`config.mk`:
```
export PLATFORM = sky130hd
export DESIGN_NAME = rxd_channel_decoder
export DESIGN_NICKNAME = d
export VERILOG_FILES = /design/src/rxd_pkg.sv /design/src/rxd_channel_decoder.sv
export VERILOG_INCLUDE_DIRS = /design/src
export SDC_FILE = /design/constraint.sdc
export NUM_CORES = 1
export LEC_CHECK = 0
export ABC_CLOCK_PERIOD_IN_PS = 7300
export CORE_MARGIN = 4
export CORE_UTILIZATION = 51
export DETAILED_ROUTE_END_ITERATION = 8
export DONT_BUFFER_PORTS = 1
export GPL_TIMING_DRIVEN = 0
export PLACE_DENSITY = 0.78
export SLEW_MARGIN = 25
export SYNTH_ARGS = -nofsm -noshare
export SYNTH_HDL_FRONTEND = slang
export SYNTH_SLANG_ARGS = --single-unit
```
`constraint.sdc`:
```
create_clock -name clock -period 7.3 [get_ports clock]
set_input_delay 0.365 -clock clock [delete_from_list [all_inputs] [get_ports clock]]
set_output_delay 0.365 -clock clock [all_outputs]
set_load 0.05 [all_outputs]
```
`src/rxd_cfg.svh`:
```
`ifndef RXD_CFG_SVH
`define RXD_CFG_SVH

// ---------------------------------------------------------------
// Register offsets (byte addresses)
// ---------------------------------------------------------------
`define RXD_OFF_CTRL   8'h00
`define RXD_OFF_MAP    8'h04
`define RXD_OFF_CMD    8'h08
`define RXD_OFF_STATUS 8'h0c
`define RXD_OFF_BITCNT 8'h10

// ---------------------------------------------------------------
// Field positions
// ---------------------------------------------------------------
`define RXD_F_MOD   0
`define RXD_F_CODE  1
`define RXD_F_DESC  4
`define RXD_F_DTYPE 5
`define RXD_F_DBYP  6
`define RXD_F_ROUTE 7
`define RXD_F_WIDE  8
`define RXD_F_MAPB  0
`define RXD_F_MAPQ  4
`define RXD_F_RESYNC 0

// ---------------------------------------------------------------
// Reset values
// ---------------------------------------------------------------
`define RXD_RST_CTRL 9'h000
`define RXD_RST_MAP  8'h00

// ---------------------------------------------------------------
// Puncture masks, bit p set = position p transmitted
// ---------------------------------------------------------------
`define RXD_P12_G1  7'h7f
`define RXD_P12_G2  7'h7f
`define RXD_P12_PER 3'd1
`define RXD_P34_G1  7'h03
`define RXD_P34_G2  7'h05
`define RXD_P34_PER 3'd3
`define RXD_P78_G1  7'h51
`define RXD_P78_G2  7'h2f
`define RXD_P78_PER 3'd7

// ---------------------------------------------------------------
// Descrambler taps
// ---------------------------------------------------------------
`define RXD_V35_TA 2
`define RXD_V35_TB 19
`define RXD_IBS_TA 13
`define RXD_IBS_TB 14
`define RXD_IBS_SYNC 15'h1249

`endif

```
`src/rxd_pkg.sv`:
```
package rxd_pkg;

  // Code mode, in register field order
  typedef enum logic [2:0] {
    code_unc,
    code_v12,
    code_v34,
    code_v78,
    code_s12,
    code_c12,
    code_c34
  } rxd_code_t;

  // Soft decision: sign bit then two magnitude bits
  typedef logic [2:0] rxd_soft_t;

endpackage : rxd_pkg

```
`src/rxd_channel_decoder.sv`:
```
`timescale 1ns/1ps
`include "rxd_cfg.svh"
module rxd_channel_decoder
  import rxd_pkg::*;
#(
  parameter int DI_DEPTH = 8
) (
  // Clock and reset
  input  wire logic        clock,
  input  wire logic        rst,
  // AXI4-Lite register slave
  input  wire logic [7:0]  s_axi_awaddr,
  input  wire logic        s_axi_awvalid,
  output logic             s_axi_awready,
  input  wire logic [31:0] s_axi_wdata,
  input  wire logic [3:0]  s_axi_wstrb,
  input  wire logic        s_axi_wvalid,
  output logic             s_axi_wready,
  output logic [1:0]       s_axi_bresp,
  output logic             s_axi_bvalid,
  input  wire logic        s_axi_bready,
  input  wire logic [7:0]  s_axi_araddr,
  input  wire logic        s_axi_arvalid,
  output logic             s_axi_arready,
  output logic [31:0]      s_axi_rdata,
  output logic [1:0]       s_axi_rresp,
  output logic             s_axi_rvalid,
  input  wire logic        s_axi_rready,
  // Soft symbols from demodulator
  input  wire logic        sym_valid,
  output logic             sym_ready,
  input  wire logic [2:0]  sym_i,
  input  wire logic [2:0]  sym_q,
  input  wire logic [5:0]  sym_wide_i,
  input  wire logic [5:0]  sym_wide_q,
  // Burst gate from receive timing
  input  wire logic        burst_active,
  // Serial outputs
  output logic             fr_data,
  output logic             fr_valid,
  output logic             ter_data,
  output logic             ter_valid
);

  if (DI_DEPTH < 1) begin : g_chk
    $error("DI_DEPTH must be at least 1");
  end

  // ---------------------------------------------------------------
  // Register bus
  // ---------------------------------------------------------------
  logic        aw_hold_q, w_hold_q, bvalid_q, rvalid_q;
  logic [7:0]  aw_addr_q;
  logic [31:0] w_data_q, rdata_q, bitcnt_q;
  logic [3:0]  w_strb_q;
  logic [1:0]  bresp_q, rresp_q;
  logic [8:0]  ctrl_q, act_ctrl_q;
  logic [7:0]  map_q, act_map_q;
  logic        do_wr, resync, ibs_sync_q;
  logic [31:0] rd_word;
  logic        rd_ok;

  assign s_axi_awready = !aw_hold_q && !bvalid_q;
  assign s_axi_wready  = !w_hold_q && !bvalid_q;
  assign s_axi_bvalid  = bvalid_q;
  assign s_axi_bresp   = bresp_q;
  assign s_axi_arready = !rvalid_q;
  assign s_axi_rvalid  = rvalid_q;
  assign s_axi_rdata   = rdata_q;
  assign s_axi_rresp   = rresp_q;
  assign do_wr         = aw_hold_q && w_hold_q;
  assign resync        = do_wr && aw_addr_q == `RXD_OFF_CMD && w_strb_q[0]
                         && w_data_q[`RXD_F_RESYNC];

  always_ff @(posedge clock or posedge rst) begin
    if (rst) begin
      aw_hold_q <= 1'b0;
      w_hold_q  <= 1'b0;
      aw_addr_q <= 8'h00;
      w_data_q  <= 32'h0000_0000;
      w_strb_q  <= 4'h0;
      bvalid_q  <= 1'b0;
      bresp_q   <= 2'h0;
    end else begin
      if (s_axi_awvalid && s_axi_awready) begin
        aw_hold_q <= 1'b1;
        aw_addr_q <= s_axi_awaddr;
      end
      if (s_axi_wvalid && s_axi_wready) begin
        w_hold_q <= 1'b1;
        w_data_q <= s_axi_wdata;
        w_strb_q <= s_axi_wstrb;
      end
      if (do_wr) begin
        aw_hold_q <= 1'b0;
        w_hold_q  <= 1'b0;
        bvalid_q  <= 1'b1;
        bresp_q   <= (aw_addr_q == `RXD_OFF_CTRL || aw_addr_q == `RXD_OFF_MAP
                      || aw_addr_q == `RXD_OFF_CMD) ? 2'h0 : 2'h2;
      end else if (bvalid_q && s_axi_bready) begin
        bvalid_q <= 1'b0;
      end
    end
  end

  // Shadow settings; the decoder only sees them after a resync
  always_ff @(posedge clock or posedge rst) begin
    if (rst) begin
      ctrl_q     <= `RXD_RST_CTRL;
      map_q      <= `RXD_RST_MAP;
      act_ctrl_q <= `RXD_RST_CTRL;
      act_map_q  <= `RXD_RST_MAP;
    end else begin
      if (do_wr && aw_addr_q == `RXD_OFF_CTRL) begin
        if (w_strb_q[0]) ctrl_q[7:0] <= w_data_q[7:0];
        if (w_strb_q[1]) ctrl_q[8] <= w_data_q[8];
      end
      if (do_wr && aw_addr_q == `RXD_OFF_MAP && w_strb_q[0]) begin
        map_q <= w_data_q[7:0];
      end
      if (resync) begin
        act_ctrl_q <= ctrl_q;
        act_map_q  <= map_q;
      end
    end
  end

  always_comb begin
    rd_ok   = 1'b1;
    rd_word = 32'h0000_0000;
    case (s_axi_araddr)
      `RXD_OFF_CTRL:   rd_word[8:0] = ctrl_q;
      `RXD_OFF_MAP:    rd_word[7:0] = map_q;
      `RXD_OFF_CMD:    rd_word = 32'h0000_0000;
      `RXD_OFF_STATUS: rd_word[2:0] = {ctrl_q != act_ctrl_q || map_q != act_map_q,
                                       burst_active, ibs_sync_q};
      `RXD_OFF_BITCNT: rd_word = bitcnt_q;
      default:         rd_ok = 1'b0;
    endcase
  end

  always_ff @(posedge clock or posedge rst) begin
    if (rst) begin
      rvalid_q <= 1'b0;
      rdata_q  <= 32'h0000_0000;
      rresp_q  <= 2'h0;
    end else if (s_axi_arvalid && s_axi_arready) begin
      rvalid_q <= 1'b1;
      rdata_q  <= rd_word;
      rresp_q  <= rd_ok ? 2'h0 : 2'h2;
    end else if (rvalid_q && s_axi_rready) begin
      rvalid_q <= 1'b0;
    end
  end

  // ---------------------------------------------------------------
  // Active mode decode
  // ---------------------------------------------------------------
  rxd_code_t code;
  logic      qpsk, coded, rs_on, use_qdiff, use_bdiff;
  logic [6:0] pm_g1, pm_g2;
  logic [2:0] pm_per;

  assign code  = rxd_code_t'(act_ctrl_q[`RXD_F_CODE +: 3]);
  assign qpsk  = act_ctrl_q[`RXD_F_MOD];
  assign coded = code inside {code_v12, code_v34, code_v78, code_s12,
                              code_c12, code_c34};
  assign rs_on = code inside {code_c12, code_c34};
  // Quadrature type only uncoded QPSK; biphase with uncoded BPSK or coding
  assign use_qdiff = !act_ctrl_q[`RXD_F_DBYP] && act_ctrl_q[`RXD_F_DTYPE]
                     && qpsk && !coded;
  assign use_bdiff = !act_ctrl_q[`RXD_F_DBYP] && !act_ctrl_q[`RXD_F_DTYPE]
                     && (coded || !qpsk);

  always_comb begin
    case (code)
      code_v34, code_c34: begin
        pm_g1  = `RXD_P34_G1;
        pm_g2  = `RXD_P34_G2;
        pm_per = `RXD_P34_PER;
      end
      code_v78: begin
        pm_g1  = `RXD_P78_G1;
        pm_g2  = `RXD_P78_G2;
        pm_per = `RXD_P78_PER;
      end
      default: begin
        pm_g1  = `RXD_P12_G1;
        pm_g2  = `RXD_P12_G2;
        pm_per = `RXD_P12_PER;
      end
    endcase
  end

  // ---------------------------------------------------------------
  // Input mapping and serialisation
  // ---------------------------------------------------------------
  // Map bits {swap, invert Q, invert I}; only the sign is inverted
  function automatic logic [5:0] soft_map(input logic [2:0] i, input logic [2:0] q,
                                          input logic [2:0] m);
    logic [2:0] a, b;
    a = {i[2] ^ m[0], i[1:0]};
    b = {q[2] ^ m[1], q[1:0]};
    soft_map = m[2] ? {a, b} : {b, a};
  endfunction : soft_map

  // Quadrant of a dibit in gray order, and back
  function automatic logic [1:0] quad(input logic [1:0] d);
    quad = {d[1], d[1] ^ d[0]};
  endfunction : quad

  rxd_soft_t  in_i, in_q, m_i, m_q;
  logic [2:0] map_sel;
  logic [1:0] qd_prev_q, qd_delta;
  logic [1:0] sb_cnt_q;
  rxd_soft_t  sb_q [2];
  logic       take;

  assign in_i    = act_ctrl_q[`RXD_F_WIDE] ? {sym_wide_i[5], sym_wide_i[4:3]}
                                            : sym_i;
  assign in_q    = act_ctrl_q[`RXD_F_WIDE] ? {sym_wide_q[5], sym_wide_q[4:3]}
                                            : sym_q;
  assign map_sel = qpsk ? act_map_q[`RXD_F_MAPQ +: 3]
                        : act_map_q[`RXD_F_MAPB +: 3];
  assign {m_q, m_i} = soft_map(in_i, in_q, map_sel);
  assign sym_ready  = sb_cnt_q <= 2'd1;
  assign take       = sym_valid && sym_ready;
  // Phase step between successive symbols cancels any fixed 90-degree turn
  assign qd_delta   = quad({m_i[2], m_q[2]}) - quad(qd_prev_q);

  always_ff @(posedge clock or posedge rst) begin
    if (rst) begin
      qd_prev_q <= 2'h0;
    end else if (resync) begin
      qd_prev_q <= 2'h0;
    end else if (take) begin
      qd_prev_q <= {m_i[2], m_q[2]};
    end
  end

  always_ff @(posedge clock or posedge rst) begin
    if (rst) begin
      sb_cnt_q <= 2'd0;
      sb_q[0]  <= 3'h0;
      sb_q[1]  <= 3'h0;
    end else if (resync) begin
      sb_cnt_q <= 2'd0;
    end else if (take) begin
      sb_cnt_q <= qpsk ? 2'd2 : 2'd1;
      sb_q[0]  <= use_qdiff ? {qd_delta[1], m_i[1:0]} : m_i;
      sb_q[1]  <= use_qdiff ? {qd_delta[1] ^ qd_delta[0], m_q[1:0]} : m_q;
    end else if (sb_cnt_q != 2'd0) begin
      sb_cnt_q <= sb_cnt_q - 2'd1;
      sb_q[0]  <= sb_q[1];
    end
  end

  // ---------------------------------------------------------------
  // Depuncturing and decision
  // ---------------------------------------------------------------
  logic       cb_v;
  rxd_soft_t  cb;
  logic [2:0] pp_q;
  logic       half_q;
  rxd_soft_t  g1_q;
  logic       dec_v_q, dec_b_q;

  assign cb_v = sb_cnt_q != 2'd0;
  assign cb   = sb_q[0];

  // Pair decision on summed soft values; each value weighs its magnitude plus one
  function automatic logic pair_bit(input rxd_soft_t a, input rxd_soft_t b);
    logic signed [4:0] va, vb;
    // Five bits so two full-scale values of one sign cannot wrap the sum
    va = a[2] ? -$signed({3'b000, a[1:0]}) - 5'sd1 : $signed({3'b000, a[1:0]}) + 5'sd1;
    vb = b[2] ? -$signed({3'b000, b[1:0]}) - 5'sd1 : $signed({3'b000, b[1:0]}) + 5'sd1;
    pair_bit = (va + vb) < 5'sd0;
  endfunction : pair_bit

  // Punctured position: the one symbol sent is decided alone on its sign bit
  always_ff @(posedge clock or posedge rst) begin
    if (rst) begin
      pp_q    <= 3'd0;
      half_q  <= 1'b0;
      g1_q    <= 3'h0;
      dec_v_q <= 1'b0;
      dec_b_q <= 1'b0;
    end else if (resync) begin
      pp_q    <= 3'd0;
      half_q  <= 1'b0;
      dec_v_q <= 1'b0;
    end else begin
      dec_v_q <= 1'b0;
      if (cb_v && !coded) begin
        dec_v_q <= 1'b1;
        dec_b_q <= cb[2];
      end else if (cb_v && half_q) begin
        dec_v_q <= 1'b1;
        dec_b_q <= pair_bit(g1_q, cb);
        half_q  <= 1'b0;
        pp_q    <= (pp_q + 3'd1 == pm_per) ? 3'd0 : pp_q + 3'd1;
      end else if (cb_v && (!pm_g1[pp_q] || !pm_g2[pp_q])) begin
        dec_v_q <= 1'b1;
        dec_b_q <= cb[2];
        pp_q    <= (pp_q + 3'd1 == pm_per) ? 3'd0 : pp_q + 3'd1;
      end else if (cb_v) begin
        g1_q   <= cb;
        half_q <= 1'b1;
      end
    end
  end

  // ---------------------------------------------------------------
  // Four-branch de-interleaver, branch b delayed (3-b) x depth
  // ---------------------------------------------------------------
  logic [1:0] com_q;
  logic [3:0] br_out;
  logic       di_v_q, di_b_q, st_v, st_b;

  for (genvar b = 0; b < 4; b++) begin : g_br
    localparam int LEN = (3 - b) * DI_DEPTH;
    if (LEN == 0) begin : g_thru
      assign br_out[b] = dec_b_q;
    end else begin : g_sr
      logic [LEN-1:0] sr_q;
      always_ff @(posedge clock or posedge rst) begin
        if (rst) begin
          sr_q <= '0;
        end else if (resync) begin
          sr_q <= '0;
        end else if (dec_v_q && rs_on && com_q == 2'(b)) begin
          sr_q <= LEN'({sr_q, dec_b_q});
        end
      end
      assign br_out[b] = sr_q[LEN-1];
    end
  end

  always_ff @(posedge clock or posedge rst) begin
    if (rst) begin
      com_q  <= 2'd0;
      di_v_q <= 1'b0;
      di_b_q <= 1'b0;
    end else if (resync) begin
      com_q  <= 2'd0;
      di_v_q <= 1'b0;
    end else begin
      di_v_q <= dec_v_q && rs_on;
      if (dec_v_q && rs_on) begin
        di_b_q <= br_out[com_q];
        com_q  <= com_q + 2'd1;
      end
    end
  end

  assign st_v = rs_on ? di_v_q : dec_v_q;
  assign st_b = rs_on ? di_b_q : dec_b_q;

  // ---------------------------------------------------------------
  // Biphase differential decode and descrambling
  // ---------------------------------------------------------------
  logic        bd_prev_q, dd, ds, ibs_sel, pass;
  logic [19:0] v35_q;
  logic [14:0] ibs_q;

  assign dd = use_bdiff ? st_b ^ bd_prev_q : st_b;
  assign ibs_sel = act_ctrl_q[`RXD_F_DESC];
  assign ds = ibs_sel ? dd ^ ibs_q[`RXD_IBS_TA] ^ ibs_q[`RXD_IBS_TB]
                      : dd ^ v35_q[`RXD_V35_TA] ^ v35_q[`RXD_V35_TB];
  // V.35 output only flows inside a burst
  assign pass = st_v && (ibs_sel || burst_active);

  always_ff @(posedge clock or posedge rst) begin
    if (rst) begin
      bd_prev_q <= 1'b0;
    end else if (resync) begin
      bd_prev_q <= 1'b0;
    end else if (st_v) begin
      bd_prev_q <= st_b;
    end
  end

  // Fed with received bits, so the state follows the line by itself
  always_ff @(posedge clock or posedge rst) begin
    if (rst) begin
      v35_q <= 20'h00000;
    end else if (resync || !burst_active) begin
      v35_q <= 20'h00000;
    end else if (st_v && !ibs_sel) begin
      v35_q <= {v35_q[18:0], dd};
    end
  end

  always_ff @(posedge clock or posedge rst) begin
    if (rst) begin
      ibs_q      <= 15'h0000;
      ibs_sync_q <= 1'b0;
    end else begin
      if (resync) begin
        ibs_q      <= 15'h0000;
        ibs_sync_q <= 1'b0;
      end else if (st_v && ibs_sel) begin
        ibs_q <= {ibs_q[13:0], dd};
      end
      // Set wins over the resync clear
      if (ibs_sel && ibs_q == `RXD_IBS_SYNC) begin
        ibs_sync_q <= 1'b1;
      end
    end
  end

  // ---------------------------------------------------------------
  // Output routing
  // ---------------------------------------------------------------
  always_ff @(posedge clock or posedge rst) begin
    if (rst) begin
      fr_data   <= 1'b0;
      fr_valid  <= 1'b0;
      ter_data  <= 1'b0;
      ter_valid <= 1'b0;
      bitcnt_q  <= 32'h0000_0000;
    end else begin
      fr_valid  <= pass && !act_ctrl_q[`RXD_F_ROUTE];
      ter_valid <= pass && act_ctrl_q[`RXD_F_ROUTE];
      if (pass && !act_ctrl_q[`RXD_F_ROUTE]) fr_data <= ds;
      if (pass && act_ctrl_q[`RXD_F_ROUTE]) ter_data <= ds;
      if (pass) bitcnt_q <= bitcnt_q + 32'h0000_0001;
    end
  end

endmodule : rxd_channel_decoder

```
==> implementation parameters <==
Parameter                              Value

Routing
  First drt pass iteration count ... 5
  Routed via count ... 7100
  Final Routed Wirelength ... 22300 um
  Average detailed-routed wire length per instance ... 17.9 um
  Number of nets with antenna violations after detailed routing ... 0
  Post-route DRC ... 0
  Average via count per standard cell ... 5.70
  Violation count after the first detailed-routing iteration ... 521

Run
  Max capacitance violation total ... 0

GRT
  Overall track demand over capacity in global routing ... 19.2%
  Antenna violations before repair ... 0
  Pin count of the biggest net entering global routing ... 96
  Wire length of the first global-routing pass ... 37300 um
  Remaining Overflow, GRT ... 0
  Via count of the first global-routing pass ... 7221

Setup path
  Buffering stage count on the worst path with inverters included ... 1
  Reg2Reg Setup Slack ... 4480 ps
  Highest fanout seen on the critical path ... 10
  Arrival time of the worst setup path ... 3210 ps
  Slowest-stage cell, CP ... sky130_fd_sc_hd__nor2_1
  Cells along the critical path ... nor2_1, and2_1, clkbuf_1, mux2_2
  Nature of the critical path endpoint ... flip-flop
  Top Family by Delay on Critical Path ... simple AND/OR/NAND/NOR gates
  Critical path's largest stage delay ... 930 ps
  CP Launch Type ... flip-flop
  Worst Setup Path Type ... flip-flop to flip-flop
  Worst EP required ... 7690 ps

STA
  Worst slew margin ... 26.8%
  Hold violation total from the final report ... 0
  Worst hold margin ... 22.4 ps
  Unrepaired setup endpoints after global routing ... no
  Transition time at the pin with the least slew margin ... 1090 ps
  Worst Setup Slack, final ... 4480 ps
  Setup Viol. Count Final ... 0
  Pins over their slew limit ... 0
  Setup TNS ... 0 ps
  Minimum period implied by the final worst setup slack ... 2820 ps
  Fin crit share ... 38.7%
  Largest clock skew in the final design ... 7.92 ps
  FMAX ... 354 MHz

Clock tree
  Cts repair resizes ... 0
  Number of setup buffers added after CTS ... 0
  Clock transition at the register clock pins on the worst setup and hold paths after CTS ... 60 ps
  CTS max path bufs ... 3
  H-tree levels ... 1
  Number of sinks on the clock net ... 235
  Post-CTS Hold Fix Bufs ... 22
  Total CTS buffers ... 25
  Insertion delay of the later-clocked pin in the worst-skew pair ... 510 ps
  CTS tree ... built
  Root cell of the clock tree ... sky130_fd_sc_hd__clkbuf_16

Logic synthesis
  Synthesized area divided by synthesized cell count ... 11.7 um^2
  Most frequent cells after synthesis ... 235 x sky130_fd_sc_hd__dfrtp_1, 82 x sky130_fd_sc_hd__nand2_1, 62 x sky130_fd_sc_hd__nor2_1
  Cell Area, Synth ... 10600 um^2
  Asr flop ratio synth ... 100%
  Register bit total from synthesis ... 235
  Count of different cell masters after synthesis ... 62
  Portion of synthesized cell area occupied by the leading cell type ... 55.6%
  Warning count from the yosys run ... 0
  Ys flop type ... sky130_fd_sc_hd__dfrtp_1
  Area leader, netlist ... sky130_fd_sc_hd__dfrtp_1
  Most common cell in the netlist ... sky130_fd_sc_hd__dfrtp_1
  Leading cell types by total area after synthesis ... sky130_fd_sc_hd__dfrtp_1 56%, sky130_fd_sc_hd__mux2_2 6.2%, sky130_fd_sc_hd__mux2i_1 4.9%
  EDFF count, synth ... 0
  Fraction of the yosys area taken by sequential cells ... 55.6%
  Number of standard cells after synthesis ... 906

Placed design
  Number of port buffers ... 0
  Routability-driven placement congestion ratio ... 0.822
  Placed Instance Area ... 11000 um^2
  Worst slack after detailed placement ... 4460 ps
  Post-detail-place hpwl ... 15700 um
  Count of placed standard cells including taps ... 1179

Die
  Core area ... 20300 um^2
  Top-level I/O count ... 125
  Die span in y ... 152 um
  Floorplan row count ... 52
  Die area ... 23100 um^2
  Die W ... 152 um
  Starting Density ... 52.1%

Finish
  Cell area after layout ... 12000 um^2
  Fraction of final layout cells sized beyond drive strength 1 ... 15.2%
  Signed area change from the synthesized netlist to the final layout ... 13.6%
  Diodes inserted ... 0
  Layout Cells excl Fill ... 1245
  NumNets Final ... 1050

Power and ir drop
  Combinational share of power ... 17.1%
  Net load switching power ... 1.03 mW
  Cell Pwr Density ... 289 nW/um^2
  Lkg Pwr ... 5.52 nW
  Fraction of power spent switching nets ... 29.6%
  Worst-case vdd ir drop ... 0.000199 V
  Int Pwr ... 2.44 mW
  Clock power frac ... 35.8%
  Power share of the sequential group ... 47.1%

Worst hold path
  Hold crit path type ... input port to flip-flop

Status
  Run status ... finished clean
-- cell usage in the layout, fill, tap and decap left out, types with 4 or more instances in the layout --
| master | count |
|---|---|
| sky130_fd_sc_hd__dlygate4sd3_1 | 22 |
| sky130_fd_sc_hd__inv_1 | 14 |
| sky130_fd_sc_hd__buf_2 | 16 |
| sky130_fd_sc_hd__clkinvlp_4 | 5 |
| sky130_fd_sc_hd__nand2b_1 | 8 |
| sky130_fd_sc_hd__a31oi_1 | 8 |
| sky130_fd_sc_hd__nand2_1 | 82 |
| sky130_fd_sc_hd__a21boi_0 | 4 |
| sky130_fd_sc_hd__mux2_2 | 58 |
| sky130_fd_sc_hd__buf_4 | 9 |
| sky130_fd_sc_hd__mux2i_1 | 52 |
| sky130_fd_sc_hd__a22o_1 | 48 |
| sky130_fd_sc_hd__ha_1 | 13 |
| sky130_fd_sc_hd__a21oi_1 | 47 |
| sky130_fd_sc_hd__xnor2_1 | 52 |
| sky130_fd_sc_hd__a21o_1 | 5 |
| sky130_fd_sc_hd__o31ai_1 | 5 |
| sky130_fd_sc_hd__o22a_1 | 6 |
| sky130_fd_sc_hd__dfrtp_1 | 235 |
| sky130_fd_sc_hd__nor3_1 | 10 |
| sky130_fd_sc_hd__clkbuf_16 | 25 |
| sky130_fd_sc_hd__nor2b_1 | 6 |
| sky130_fd_sc_hd__and3_1 | 11 |
| sky130_fd_sc_hd__nand4_1 | 16 |
| sky130_fd_sc_hd__xor2_1 | 8 |
| sky130_fd_sc_hd__and2_1 | 5 |
| sky130_fd_sc_hd__o21ai_0 | 20 |
| sky130_fd_sc_hd__clkbuf_1 | 25 |
| sky130_fd_sc_hd__nand3_1 | 28 |
| sky130_fd_sc_hd__nor2_1 | 62 |
| sky130_fd_sc_hd__mux4_2 | 5 |
| sky130_fd_sc_hd__or2_2 | 5 |
-- layout make-up --
class | instances | area (um^2)
buffer | 49 | 254
clock buffer | 33 | 686
clock inverter | 11 | 125
fill | 1632 | 8280
inverter | 15 | 63.8
multi-input combinational | 608 | 4400
sequential | 235 | 5880
tap | 270 | 338
timing repair buffer | 24 | 275
-- worst register-to-register path: stages, from the launching register on --
cell	delay, ps
sky130_fd_sc_hd__dfrtp_1	590
sky130_fd_sc_hd__nor2_1	930
sky130_fd_sc_hd__and2_1	310
sky130_fd_sc_hd__clkbuf_1	490
sky130_fd_sc_hd__mux2_2	400
-- per-layer routing --
metal	routed length [um]	vias up	share of wire [%]	GRT usage, %
met5	0	-	0	0
met4	593	0	2.7	5.35
met3	1220	42	5.4	3.98
met2	10600	177	47	30.6
met1	9950	3547	45	27.0
li1	-	3334	-	-
-- through the flow --
step / util, % / power (mW)
floorplan: - / 2.08
global placement: 53.8 / 2.21
detailed placement: 54.1 / 2.24
CTS: 59.2 / 3.50
global route: 59.2 / 3.64
finish: 59.2 / 3.47
-- power by group through the flow --
stage / Combinational (mW) / Sequential [mW] / Clock (mW)
finish: 0.593 / 1.64 / 1.24
global route: 0.654 / 1.66 / 1.33
CTS: 0.597 / 1.64 / 1.27
detailed placement: 0.583 / 1.66 / 0
global placement: 0.558 / 1.65 / 0
floorplan: 0.474 / 1.61 / 0
-- path summary, 6_finish.rpt --
path | startpoint | end | cells after the start
setup / recovery | s_axi_bvalid | w_data_q[7] | 4
setup reg to reg | s_axi_bvalid | w_data_q[7] | 4
hold reg to reg | bitcnt_q[29] | bitcnt_q[29] | 1
max in group asynchronous | rst | g_br[2].g_sr.sr_q[5] | 4
min in group asynchronous | rst | s_axi_rdata[7] | 2
hold / removal | sym_valid | sb_cnt_q[1] | 2
-- flip-flops by register name, indices dropped and copies added (netlist names), 2 cells and up --
register,cells
pp_q,3
cb,3
sb_cnt_q,2
bitcnt_q,32
com_q,2
aw_addr_q,8
ctrl_q,9
map_q,8
w_data_q,9
v35_q,20
sb_q,3
ibs_q,15
act_map_q,8
g_br.g_sr.sr_q,48
g1_q,3
w_strb_q,2
act_ctrl_q,9
qd_prev_q,2
s_axi_rdata,32
-- cells by family after synthesis --
| kind of cell | synth area share (%) |
|---|---|
| other | 0.0354 |
| xor gates and xnor gates | 5.12 |
| and+or+nand+nor | 11.8 |
| AOI/OAI and AO/OA | 10.8 |
| DFF | 55.6 |
| buffers and inverters | 2.93 |
| adders and majority gates | 1.54 |
| muxes | 12.2 |
(Power assumes the default switching activity.)
